[config.mk]
export PLATFORM = sky130hd
export DESIGN_NAME = sld_drive
export DESIGN_NICKNAME = d
export VERILOG_FILES = /design/src/sld_pkg.sv /design/src/sld_tick_if.sv /design/src/sld_drive.sv /design/src/sld_phase_gen.sv
export SDC_FILE = /design/constraint.sdc
export NUM_CORES = 1
export LEC_CHECK = 0
export BUFFER_PORTS_ARGS = -buffer_cell sky130_fd_sc_hd__buf_2
export CAP_MARGIN = 20
export CORE_AREA = 4 4 152 154
export DETAILED_ROUTE_END_ITERATION = 6
export DIE_AREA = 0 0 156 158
export PLACE_DENSITY_LB_ADDON = 0.3
export SLEW_MARGIN = 20
export SYNTH_ARGS = -nofsm -noshare
export SYNTH_HDL_FRONTEND = slang
export SYNTH_SLANG_ARGS = --single-unit
[constraint.sdc]
create_clock -name sys_clk -period 2.35 [get_ports sys_clk]
set_input_delay 0.1175 -clock sys_clk [delete_from_list [all_inputs] [get_ports sys_clk]]
set_output_delay 0.1175 -clock sys_clk [all_outputs]
set_load 0.02 [all_outputs]
[src/sld_pkg.sv]
// Constants for the segment display drive timing block
package sld_pkg;
   localparam int          CLK_HZ            = 25000000;
   localparam int          FRAME_HZ          = 125;
   localparam int          DISP_CLK_HZ       = 250;
   // Four quarter-frame phases per frame
   localparam int          PHASES_PER_FRAME  = 4;
   localparam int          QUARTER_CYCLES    = CLK_HZ / (FRAME_HZ * PHASES_PER_FRAME);
   localparam int          SEG_PINS          = 30;
   localparam int          KS_PINS           = 16;
   localparam int          GRP_W             = 4;
   localparam int          GRP_LOW_POS       = 22;
   localparam int          GRP_UP_POS        = 26;
   // Register byte addresses
   localparam logic [7:0]  MODE_ADDR         = 8'h10;
   localparam logic [7:0]  SEG_A_ADDR        = 8'h20;
   localparam logic [7:0]  SEG_B_ADDR        = 8'h24;
   localparam logic [7:0]  PORT_SEL_ADDR     = 8'h28;
   localparam logic [7:0]  KS_DATA_ADDR      = 8'h2c;
   localparam logic [7:0]  STATUS_ADDR       = 8'h30;
   // Mode register fields
   localparam int          DISP_EN_POS       = 0;
   localparam int          KS_EN_POS         = 1;
   localparam logic [3:0]  MODE_RESET        = 4'h0;
   localparam logic [1:0]  PORT_SEL_RESET    = 2'h0;
   // Backplane level codes
   localparam logic [1:0]  LVL_LOW           = 2'h0;
   localparam logic [1:0]  LVL_MID           = 2'h1;
   localparam logic [1:0]  LVL_HIGH          = 2'h2;
endpackage : sld_pkg

[src/sld_tick_if.sv]
// Phase sequencing signals between the top and the tick generator
`timescale 1ns/1ns
interface sld_tick_if;
   logic       run;
   logic [1:0] phase;
   logic       tick;
   modport gen (input run, output phase, output tick);
   modport use_side (input phase, input tick, output run);
endinterface : sld_tick_if

[src/sld_drive.sv]
// Segment display drive timing top with APB register slave
`timescale 1ns/1ns
module sld_drive #(
   parameter int QUARTER = sld_pkg::QUARTER_CYCLES,
   parameter int NSEG    = sld_pkg::SEG_PINS,
   parameter int NKS     = sld_pkg::KS_PINS
) (
   // Clock and reset
   input  wire logic              sys_clk,
   input  wire logic              resetn,
   // APB slave
   input  wire logic              psel,
   input  wire logic              penable,
   input  wire logic              pwrite,
   input  wire logic [7:0]        paddr,
   input  wire logic [31:0]       pwdata,
   output logic      [31:0]       prdata,
   output logic                   pready,
   output logic                   pslverr,
   // Chip-enable reset and halt indications
   input  wire logic              ce_reset,
   input  wire logic              halt,
   // Glass drive
   output logic      [1:0]        backplane_drive_0,
   output logic      [1:0]        backplane_drive_1,
   output logic      [NSEG-1:0]   seg_out,
   output logic                   key_scan_slot
);
   // Register state
   logic [3:0]      mode_reg;
   logic [NSEG-1:0] seg_a_reg;
   logic [NSEG-1:0] seg_b_reg;
   logic [1:0]      port_sel_reg;
   logic [NKS-1:0]  ks_data_reg;
   logic [NSEG-1:0] port_hold_reg;
   logic [31:0]     prdata_reg;
   logic            pready_reg;
   logic            pslverr_reg;

   // Output state
   logic [1:0]      bp0_reg;
   logic [1:0]      bp1_reg;
   logic [NSEG-1:0] seg_reg;
   logic            ks_slot_reg;
   logic            run_reg;

   sld_tick_if tif ();

   sld_phase_gen #(
      .QUARTER (QUARTER)
   ) u_phase (
      .sys_clk (sys_clk),
      .resetn  (resetn),
      .tif     (tif)
   );

   // 250 Hz display clock, toggled by every quarter tick
   logic       disp_clk_reg;
   // Frame count lets software pace data updates to whole frames
   logic [7:0] frame_cnt_reg;

   always_ff @(posedge sys_clk) begin
      if (!resetn || !run_reg)
         disp_clk_reg <= 1'b0;
      else if (tif.tick)
         disp_clk_reg <= !disp_clk_reg;
   end

   // The tick lands with the new phase, so phase zero marks a frame start
   always_ff @(posedge sys_clk) begin
      if (!resetn || !run_reg)
         frame_cnt_reg <= 8'h0;
      else if (tif.tick && tif.phase == 2'h0)
         frame_cnt_reg <= frame_cnt_reg + 8'h1;
   end

   // Each register claims only its own exact byte address
   function automatic logic addr_hit(input logic [7:0] a, input logic [7:0] want);
      addr_hit = (a == want);
   endfunction : addr_hit

   // Register decode
   wire access     = psel && penable && !pready_reg;
   // Writes land on the edge where the master sees pready high
   wire wr_en      = psel && penable && pwrite && pready_reg;
   wire hit_mode   = addr_hit(paddr, sld_pkg::MODE_ADDR);
   wire hit_seg_a  = addr_hit(paddr, sld_pkg::SEG_A_ADDR);
   wire hit_seg_b  = addr_hit(paddr, sld_pkg::SEG_B_ADDR);
   wire hit_port   = addr_hit(paddr, sld_pkg::PORT_SEL_ADDR);
   wire hit_ks     = addr_hit(paddr, sld_pkg::KS_DATA_ADDR);
   wire hit_stat   = addr_hit(paddr, sld_pkg::STATUS_ADDR);
   wire hit_any    = hit_mode || hit_seg_a || hit_seg_b || hit_port || hit_ks || hit_stat;
   wire disp_en    = mode_reg[sld_pkg::DISP_EN_POS];
   wire ks_en      = mode_reg[sld_pkg::KS_EN_POS];
   wire grp_low    = port_sel_reg[0];
   wire grp_up     = port_sel_reg[1];
   wire port_group_lower = grp_low;
   wire port_group_upper = grp_up;
   wire wr_mode    = wr_en && hit_mode;
   wire wr_port    = wr_en && hit_port;
   wire wr_seg_a   = wr_en && hit_seg_a;
   wire wr_seg_b   = wr_en && hit_seg_b;
   wire wr_ks      = wr_en && hit_ks;
   // Upper mode bits are reserved and always read zero
   wire [3:0] mode_next = {2'h0, pwdata[sld_pkg::KS_EN_POS], pwdata[sld_pkg::DISP_EN_POS]};

   // Status: frame count, display clock, key slot, drive running, phase
   wire [31:0] status_word =
      {19'h0, frame_cnt_reg, disp_clk_reg, ks_slot_reg, run_reg, tif.phase};

   // Narrow registers read back zero-extended
   wire [31:0] mode_word   = {28'h0, mode_reg};
   wire [31:0] seg_a_word  = 32'(seg_a_reg);
   wire [31:0] seg_b_word  = 32'(seg_b_reg);
   wire [31:0] port_word   = {30'h0, port_sel_reg};
   wire [31:0] ks_word     = 32'(ks_data_reg);

   wire [31:0] rd_word =
      hit_mode  ? mode_word :
      hit_seg_a ? seg_a_word :
      hit_seg_b ? seg_b_word :
      hit_port  ? port_word :
      hit_ks    ? ks_word :
      hit_stat  ? status_word : 32'h0;
   // Read data is zero outside its answer cycle
   wire [31:0] rd_next = (access && !pwrite) ? rd_word : 32'h0;

   // APB answers one cycle after the access phase opens
   always_ff @(posedge sys_clk) begin
      if (!resetn)
         pready_reg <= 1'b0;
      else
         pready_reg <= access;
   end

   // Error only on an address that no register claims
   always_ff @(posedge sys_clk) begin
      if (!resetn)
         pslverr_reg <= 1'b0;
      else
         pslverr_reg <= access && !hit_any;
   end

   // Registered read data
   always_ff @(posedge sys_clk) begin
      if (!resetn)
         prdata_reg <= 32'h0;
      else
         prdata_reg <= rd_next;
   end

   // Reset to key scan and display off
   always_ff @(posedge sys_clk) begin
      if (!resetn)
         mode_reg <= sld_pkg::MODE_RESET;
      else if (wr_mode)
         mode_reg <= mode_next;
   end

   always_ff @(posedge sys_clk) begin
      if (!resetn)
         port_sel_reg <= sld_pkg::PORT_SEL_RESET;
      else if (wr_port)
         port_sel_reg <= pwdata[1:0];
   end

   // Dot data for backplane 0, also the port levels
   always_ff @(posedge sys_clk) begin
      if (!resetn)
         seg_a_reg <= '0;
      else if (wr_seg_a)
         seg_a_reg <= pwdata[NSEG-1:0];
   end

   // Dot data for backplane 1
   always_ff @(posedge sys_clk) begin
      if (!resetn)
         seg_b_reg <= '0;
      else if (wr_seg_b)
         seg_b_reg <= pwdata[NSEG-1:0];
   end

   // Key values for the shared pins
   always_ff @(posedge sys_clk) begin
      if (!resetn)
         ks_data_reg <= '0;
      else if (wr_ks)
         ks_data_reg <= pwdata[NKS-1:0];
   end

   // Level of one backplane in a quarter phase; own phase is quarters 0,1 or 2,3
   function automatic logic [1:0] bp_level(input logic [1:0] ph, input logic which);
      logic selected;
      selected = (ph[1] == which);
      if (!selected)
         bp_level = sld_pkg::LVL_MID;
      else
         bp_level = ph[0] ? sld_pkg::LVL_LOW : sld_pkg::LVL_HIGH;
   endfunction : bp_level

   // One of four phase patterns from the dot pair, bit n for quarter n
   function automatic logic [3:0] seg_pattern(input logic dot_a, input logic dot_b);
      unique case ({dot_b, dot_a})
         2'b00:   seg_pattern = 4'b0101;
         2'b01:   seg_pattern = 4'b0110;
         2'b10:   seg_pattern = 4'b1001;
         2'b11:   seg_pattern = 4'b1010;
      endcase
   endfunction : seg_pattern

   // Two-level pin value in quarter ph
   function automatic logic seg_level(input logic [1:0] ph, input logic dot_a,
                                      input logic dot_b);
      logic [3:0] pat;
      pat       = seg_pattern(dot_a, dot_b);
      seg_level = pat[ph];
   endfunction : seg_level

   // Drive keeps running through halt and chip-enable reset
   wire run_next = disp_en;

   // Key slots need a running drive and the key-scan enable
   wire ks_active    = run_reg && ks_en;
   // Key slot takes the odd quarter of each 250 Hz clock period
   wire odd_quarter  = tif.phase[0];
   wire ks_slot_next = ks_active && odd_quarter;

   logic [NSEG-1:0] seg_wave;
   logic [NSEG-1:0] seg_next;

   always_comb begin
      for (int i = 0; i < NSEG; i++) begin
         seg_wave[i] = seg_level(tif.phase, seg_a_reg[i], seg_b_reg[i]);
      end
   end

   // Halt and chip-enable reset freeze only the port pins
   wire frozen = halt || ce_reset;

   // Port group level; data written during a freeze waits for its end
   function automatic logic [sld_pkg::GRP_W-1:0] port_pick(input logic frz,
      input logic [sld_pkg::GRP_W-1:0] held, input logic [sld_pkg::GRP_W-1:0] live);
      port_pick = frz ? held : live;
   endfunction : port_pick

   always_comb begin
      seg_next = seg_wave;
      if (ks_slot_next)
         seg_next[NKS-1:0] = ks_data_reg;
      if (!run_reg)
         seg_next = '0;
      // Port groups static from data bits
      if (port_group_lower)
         seg_next[sld_pkg::GRP_LOW_POS +: sld_pkg::GRP_W] =
            port_pick(frozen, port_hold_reg[sld_pkg::GRP_LOW_POS +: sld_pkg::GRP_W],
                      seg_a_reg[sld_pkg::GRP_LOW_POS +: sld_pkg::GRP_W]);
      if (port_group_upper)
         seg_next[sld_pkg::GRP_UP_POS +: sld_pkg::GRP_W] =
            port_pick(frozen, port_hold_reg[sld_pkg::GRP_UP_POS +: sld_pkg::GRP_W],
                      seg_a_reg[sld_pkg::GRP_UP_POS +: sld_pkg::GRP_W]);
   end

   // Port levels frozen while halted; only port bits matter here
   always_ff @(posedge sys_clk) begin
      if (!resetn)
         port_hold_reg <= '0;
      else if (!frozen)
         port_hold_reg <= seg_a_reg;
   end

   assign tif.run = run_reg;

   // Drive state follows the enable one cycle late
   always_ff @(posedge sys_clk) begin
      if (!resetn)
         run_reg <= 1'b0;
      else
         run_reg <= run_next;
   end

   // Backplanes fall to low as soon as the drive stops
   wire [1:0] bp0_next = run_reg ? bp_level(tif.phase, 1'b0) : sld_pkg::LVL_LOW;
   wire [1:0] bp1_next = run_reg ? bp_level(tif.phase, 1'b1) : sld_pkg::LVL_LOW;

   // Backplane 0 owns quarters 0 and 1
   always_ff @(posedge sys_clk) begin
      if (!resetn)
         bp0_reg <= sld_pkg::LVL_LOW;
      else
         bp0_reg <= bp0_next;
   end

   // Backplane 1 owns quarters 2 and 3
   always_ff @(posedge sys_clk) begin
      if (!resetn)
         bp1_reg <= sld_pkg::LVL_LOW;
      else
         bp1_reg <= bp1_next;
   end

   // Segment pins leave a flip-flop like every other output
   always_ff @(posedge sys_clk) begin
      if (!resetn)
         seg_reg <= '0;
      else
         seg_reg <= seg_next;
   end

   // Key values only with key-scan enable
   always_ff @(posedge sys_clk) begin
      if (!resetn)
         ks_slot_reg <= 1'b0;
      else
         ks_slot_reg <= ks_slot_next;
   end

   assign prdata            = prdata_reg;
   assign pready            = pready_reg;
   assign pslverr           = pslverr_reg;
   assign backplane_drive_0 = bp0_reg;
   assign backplane_drive_1 = bp1_reg;
   assign seg_out           = seg_reg;
   assign key_scan_slot     = ks_slot_reg;
endmodule : sld_drive

[src/sld_phase_gen.sv]
// Quarter-frame tick and phase counter for the display drive
`timescale 1ns/1ns
module sld_phase_gen #(
   parameter int QUARTER = sld_pkg::QUARTER_CYCLES
) (
   // Clock and reset
   input  wire logic  sys_clk,
   input  wire logic  resetn,
   // Phase sequencing
   sld_tick_if.gen    tif
);
   logic [31:0] cnt_reg;
   logic [31:0] cnt_next;
   logic [1:0]  phase_reg;
   logic [1:0]  phase_next;
   logic        tick_reg;
   wire         wrap = (cnt_reg == 32'(QUARTER - 1));

   assign cnt_next   = (!tif.run || wrap) ? 32'h0 : cnt_reg + 32'h1;
   assign phase_next = !tif.run ? 2'h0 : (wrap ? phase_reg + 2'h1 : phase_reg);

   always_ff @(posedge sys_clk) begin
      if (!resetn) begin
         cnt_reg   <= 32'h0;
         phase_reg <= 2'h0;
         tick_reg  <= 1'b0;
      end else begin
         cnt_reg   <= cnt_next;
         phase_reg <= phase_next;
         tick_reg  <= tif.run && wrap;
      end
   end

   assign tif.phase = phase_reg;
   assign tif.tick  = tick_reg;
endmodule : sld_phase_gen

==> results_dict.tcl <==
set metrics [dict create \
    status "finished, final reports clean" \
    crit_slowest_cell "or4_1" \
    ctsLongestPathBuffers 2 \
    yosys.cell_types.count 49 \
    cp.depth 5 \
    switching_power_mw 1.44 \
    setup_viol 0 \
    synth_top_area_share_pct 46.4 \
    r2r_setup_slack_ns 0.31 \
    rows 54 \
    power_frac_comb_pct 3.3 \
    min_period_over_period_pct 86.8 \
    crit_path_start "u_phase.cnt_reg[0]" \
    synthArstFlopShare_pct 0 \
    hp-start "psel" \
    netlist_area_sq_um 8630 \
    synthTopCellsByArea "dfxtp_1, nand2_1, mux2_2" \
    dr.pass1.iters 5 \
    wl_per_cell_um 16.3 \
    relSlewSlack_pct 58.7 \
    tightest_slew_ns 0.618 \
    crit_chain "ha_1 -> and3_1 -> nand4_1 -> or4_1 -> a21oi_1" \
    largest_reg_flops 32 \
    grt_pass1_wl_um 35500 \
    grt_start_max_net_pins 47 \
    cts_root_buf "clkbuf_16" \
    crit_type "reg -> reg" \
    worstReg2RegStart "u_phase.cnt_reg[0]" \
    yosys_warnings 0 \
    arrival_ns 2.42 \
    drt_wl_total_um 22600 \
    avgSynthCellArea_sq_um 8.93 \
    end_kind "register" \
    rsz0062_at_grt "false" \
    grt_util_met2_pct 29.2 \
    hold_class "in -> reg" \
    ant_nets 0 \
    cts_tree "yes" \
    slew_viol_final 0 \
    pin_count 116 \
    initial_utilization_pct 39.8 \
    start_kind "register" \
    seq_area_frac_synth_pct 46.4 \
    setup_ws_ns 0.311 \
    drive_gt1_share_pct 20.7 \
    grtUsageMet3_pct 3.55 \
    powerDensity_nw_per_um2 611 \
    ys.flop_type "dfxtp_1" \
    grt-ovfl-total 0 \
    p_leak_nw 3.93 \
    ctsResizeCount 0 \
    place_congestion 0.821 \
    htreeDepth 4 \
    drv_cap 0 \
    critPathBufInv 0 \
    worstReg2RegEnd "u_phase.cnt_reg[22]" \
    area_growth_pct 20.3 \
    synth_enable_flop_cells 0 \
    final_util_pct 47.9 \
    placed_cell_area_sq_um 9510 \
    grt_use_met1_pct 24.8 \
    vias 7265 \
    fp.dieH_um 158 \
    dp_hpwl_um 15100 \
    pre_cts_ws_ns 0.339 \
    path_delay_family "simple AND/OR/NAND/NOR gates" \
    postSynthCellCount 966 \
    peakVddDrop_v 0.000350 \
    final_area_sq_um 10400 \
    reg2regPathDepth 5 \
    drc 0 \
    crit_path_max_incr_delay_ns 0.54 \
    yosysTopAreaCell "dfxtp_1" \
    seqPwrFrac_pct 53.4 \
    numCtsBuffers 17 \
    first_global_vias 6708 \
    clock.fmax_mhz 490 \
    cts.sinks 200 \
    io_buffer_count 111 \
    finClkSkew_ns 0.00945 \
    p_clk_share_pct 43.3 \
    clk_latency_ns 0.44 \
    core_sq_um 21700 \
    cp_max_fo 8 \
    drt_iter0_drc 593 \
    grt_use_total_pct 18.1 \
    internal-power_mw 4.91 \
    crit_end "u_phase.cnt_reg[22]" \
    nets 1143 \
    busiest_layer "met2" \
    cp_data_required_time_ns 2.73 \
    hold_viol 0 \
    viasPerCell 5.24 \
    die-width_um 156 \
    grt_antenna_before_repair 1 \
    clkTransAtPathRegs_ns 0.08 \
    fin_hold_ws_ns 0.0281 \
    post-route-min-period_ns 2.04 \
    swShare_pct 22.6 \
    ys_ff_latch 200 \
    setup_tns_ns 0 \
    dieArea_sq_um 24600 \
]
cell usage in the layout (no fill, tap or decap), drive strengths merged, types with 2 or more instances in the layout:
| master | count |
|---|---|
| dfxtp | 200 |
| nand2 | 147 |
| buf | 143 |
| nor2 | 99 |
| a21boi | 69 |
| mux2 | 45 |
| a21oi | 39 |
| mux2i | 36 |
| dlygate4sd3 | 32 |
| xnor2 | 24 |
| nand4 | 23 |
| o21ai | 22 |
| nor2b | 21 |
| clkbuf | 20 |
| nor3 | 19 |
| a22oi | 18 |
| nand3 | 16 |
| and3 | 11 |
| and4 | 11 |
| or3 | 10 |
| a221oi | 10 |
| xor2 | 10 |
| or4 | 10 |
| inv | 10 |
| nor4 | 9 |
| a22o | 8 |
| o31ai | 7 |
| clkinvlp | 5 |
| clkinv | 4 |
| nand3b | 3 |
| and2 | 3 |
| or4b | 3 |
| ha | 3 |
| nand2b | 2 |
| o22ai | 2 |
| conb | 2 |
per-layer routing:
layer	vias up	share of wire, %
met1	3426	47
met2	193	46
met5	-	0
li1	3625	-
met3	21	5.8
met4	0	1.3
worst register-to-register path: cells and delay by family, from the launching register on:
family	cells	cell delay [ns]
adders and majority gates	1	0.22
AOI/OAI and AO/OA	1	0.15
and+or+nand+nor	3	1.21
DFF	1	0.39
cell type report:
cell class                      count  area (sq um)
Antenna cell                        1          2.50
Clock buffer                       20           457
Multi-Input combinational cell    692          4310
Timing Repair Buffer              175          1140
Tap cell                          280           350
Sequential cell                   200          4010
Fill cell                        2107         11300
Clock inverter                     12          93.8
Inverter                            7          26.3
timing repair:
item	4_1_cts	5_1_grt
hold buffers	32	0
hold endpoints to repair	73	0
buffers inserted	0	0
power groups by stage:
stage	Clock (mW)	Combinational, mW	Sequential (mW)
after detailed placement	0	0.165	3.47
after floorplan	0	0.0817	3.47
after global placement	0	0.166	3.47
final	2.75	0.210	3.39
after CTS	2.83	0.209	3.39
after global routing	2.95	0.225	3.39
logic make-up (layout without fill, tap and decap cells):
logic type / Yosys count / after routing / synth area share [%]
AO/OA/AOI/OAI: 181 / 181 / 14.3
XOR/XNOR: 34 / 34 / 3.45
adder cells (fa/ha/maj): 3 / 3 / 0.435
buffers and inverters: 75 / 214 / 3.84
flip-flops: 200 / 200 / 46.4
multiplexers: 81 / 81 / 10.0
other: 1 / 3 / 0.0435
AND/OR/NAND/NOR: 391 / 391 / 21.5
synth_stat cells (18+ instances only):
| library cell | count |
|---|---|
| nor2b_1 | 21 |
| a22oi_1 | 18 |
| xnor2_1 | 24 |
| mux2i_1 | 36 |
| a21oi_1 | 39 |
| nor3_1 | 19 |
| mux2_2 | 45 |
| dfxtp_1 | 200 |
| clkbuf_1 | 43 |
| nand4_1 | 23 |
| nand2_1 | 147 |
| nor2_1 | 99 |
| a21boi_0 | 61 |
| o21ai_0 | 21 |
per-stage QoR:
step / total power [mW] / instances
2_1_floorplan: 3.55 / 967
3_3_place_gp: 3.63 / 1322
3_5_place_dp: 3.63 / 1322
4_1_cts: 6.43 / 1386
5_1_grt: 6.56 / 1387
6_report: 6.35 / 1387
worst min-delay path by stage:
stage / end / slack [ns] / cells past startpoint
2_1_floorplan: seg_b_reg[10] / 0.25 / 2
3_3_place_gp: seg_b_reg[19] / 0.37 / 3
3_5_place_dp: seg_b_reg[19] / 0.37 / 3
4_1_cts: pready / 0.008 / 3
5_1_grt: pready / 0.04 / 3
6_report: pready / 0.03 / 3
No activity file was read; power rests on OpenSTA's default activity.
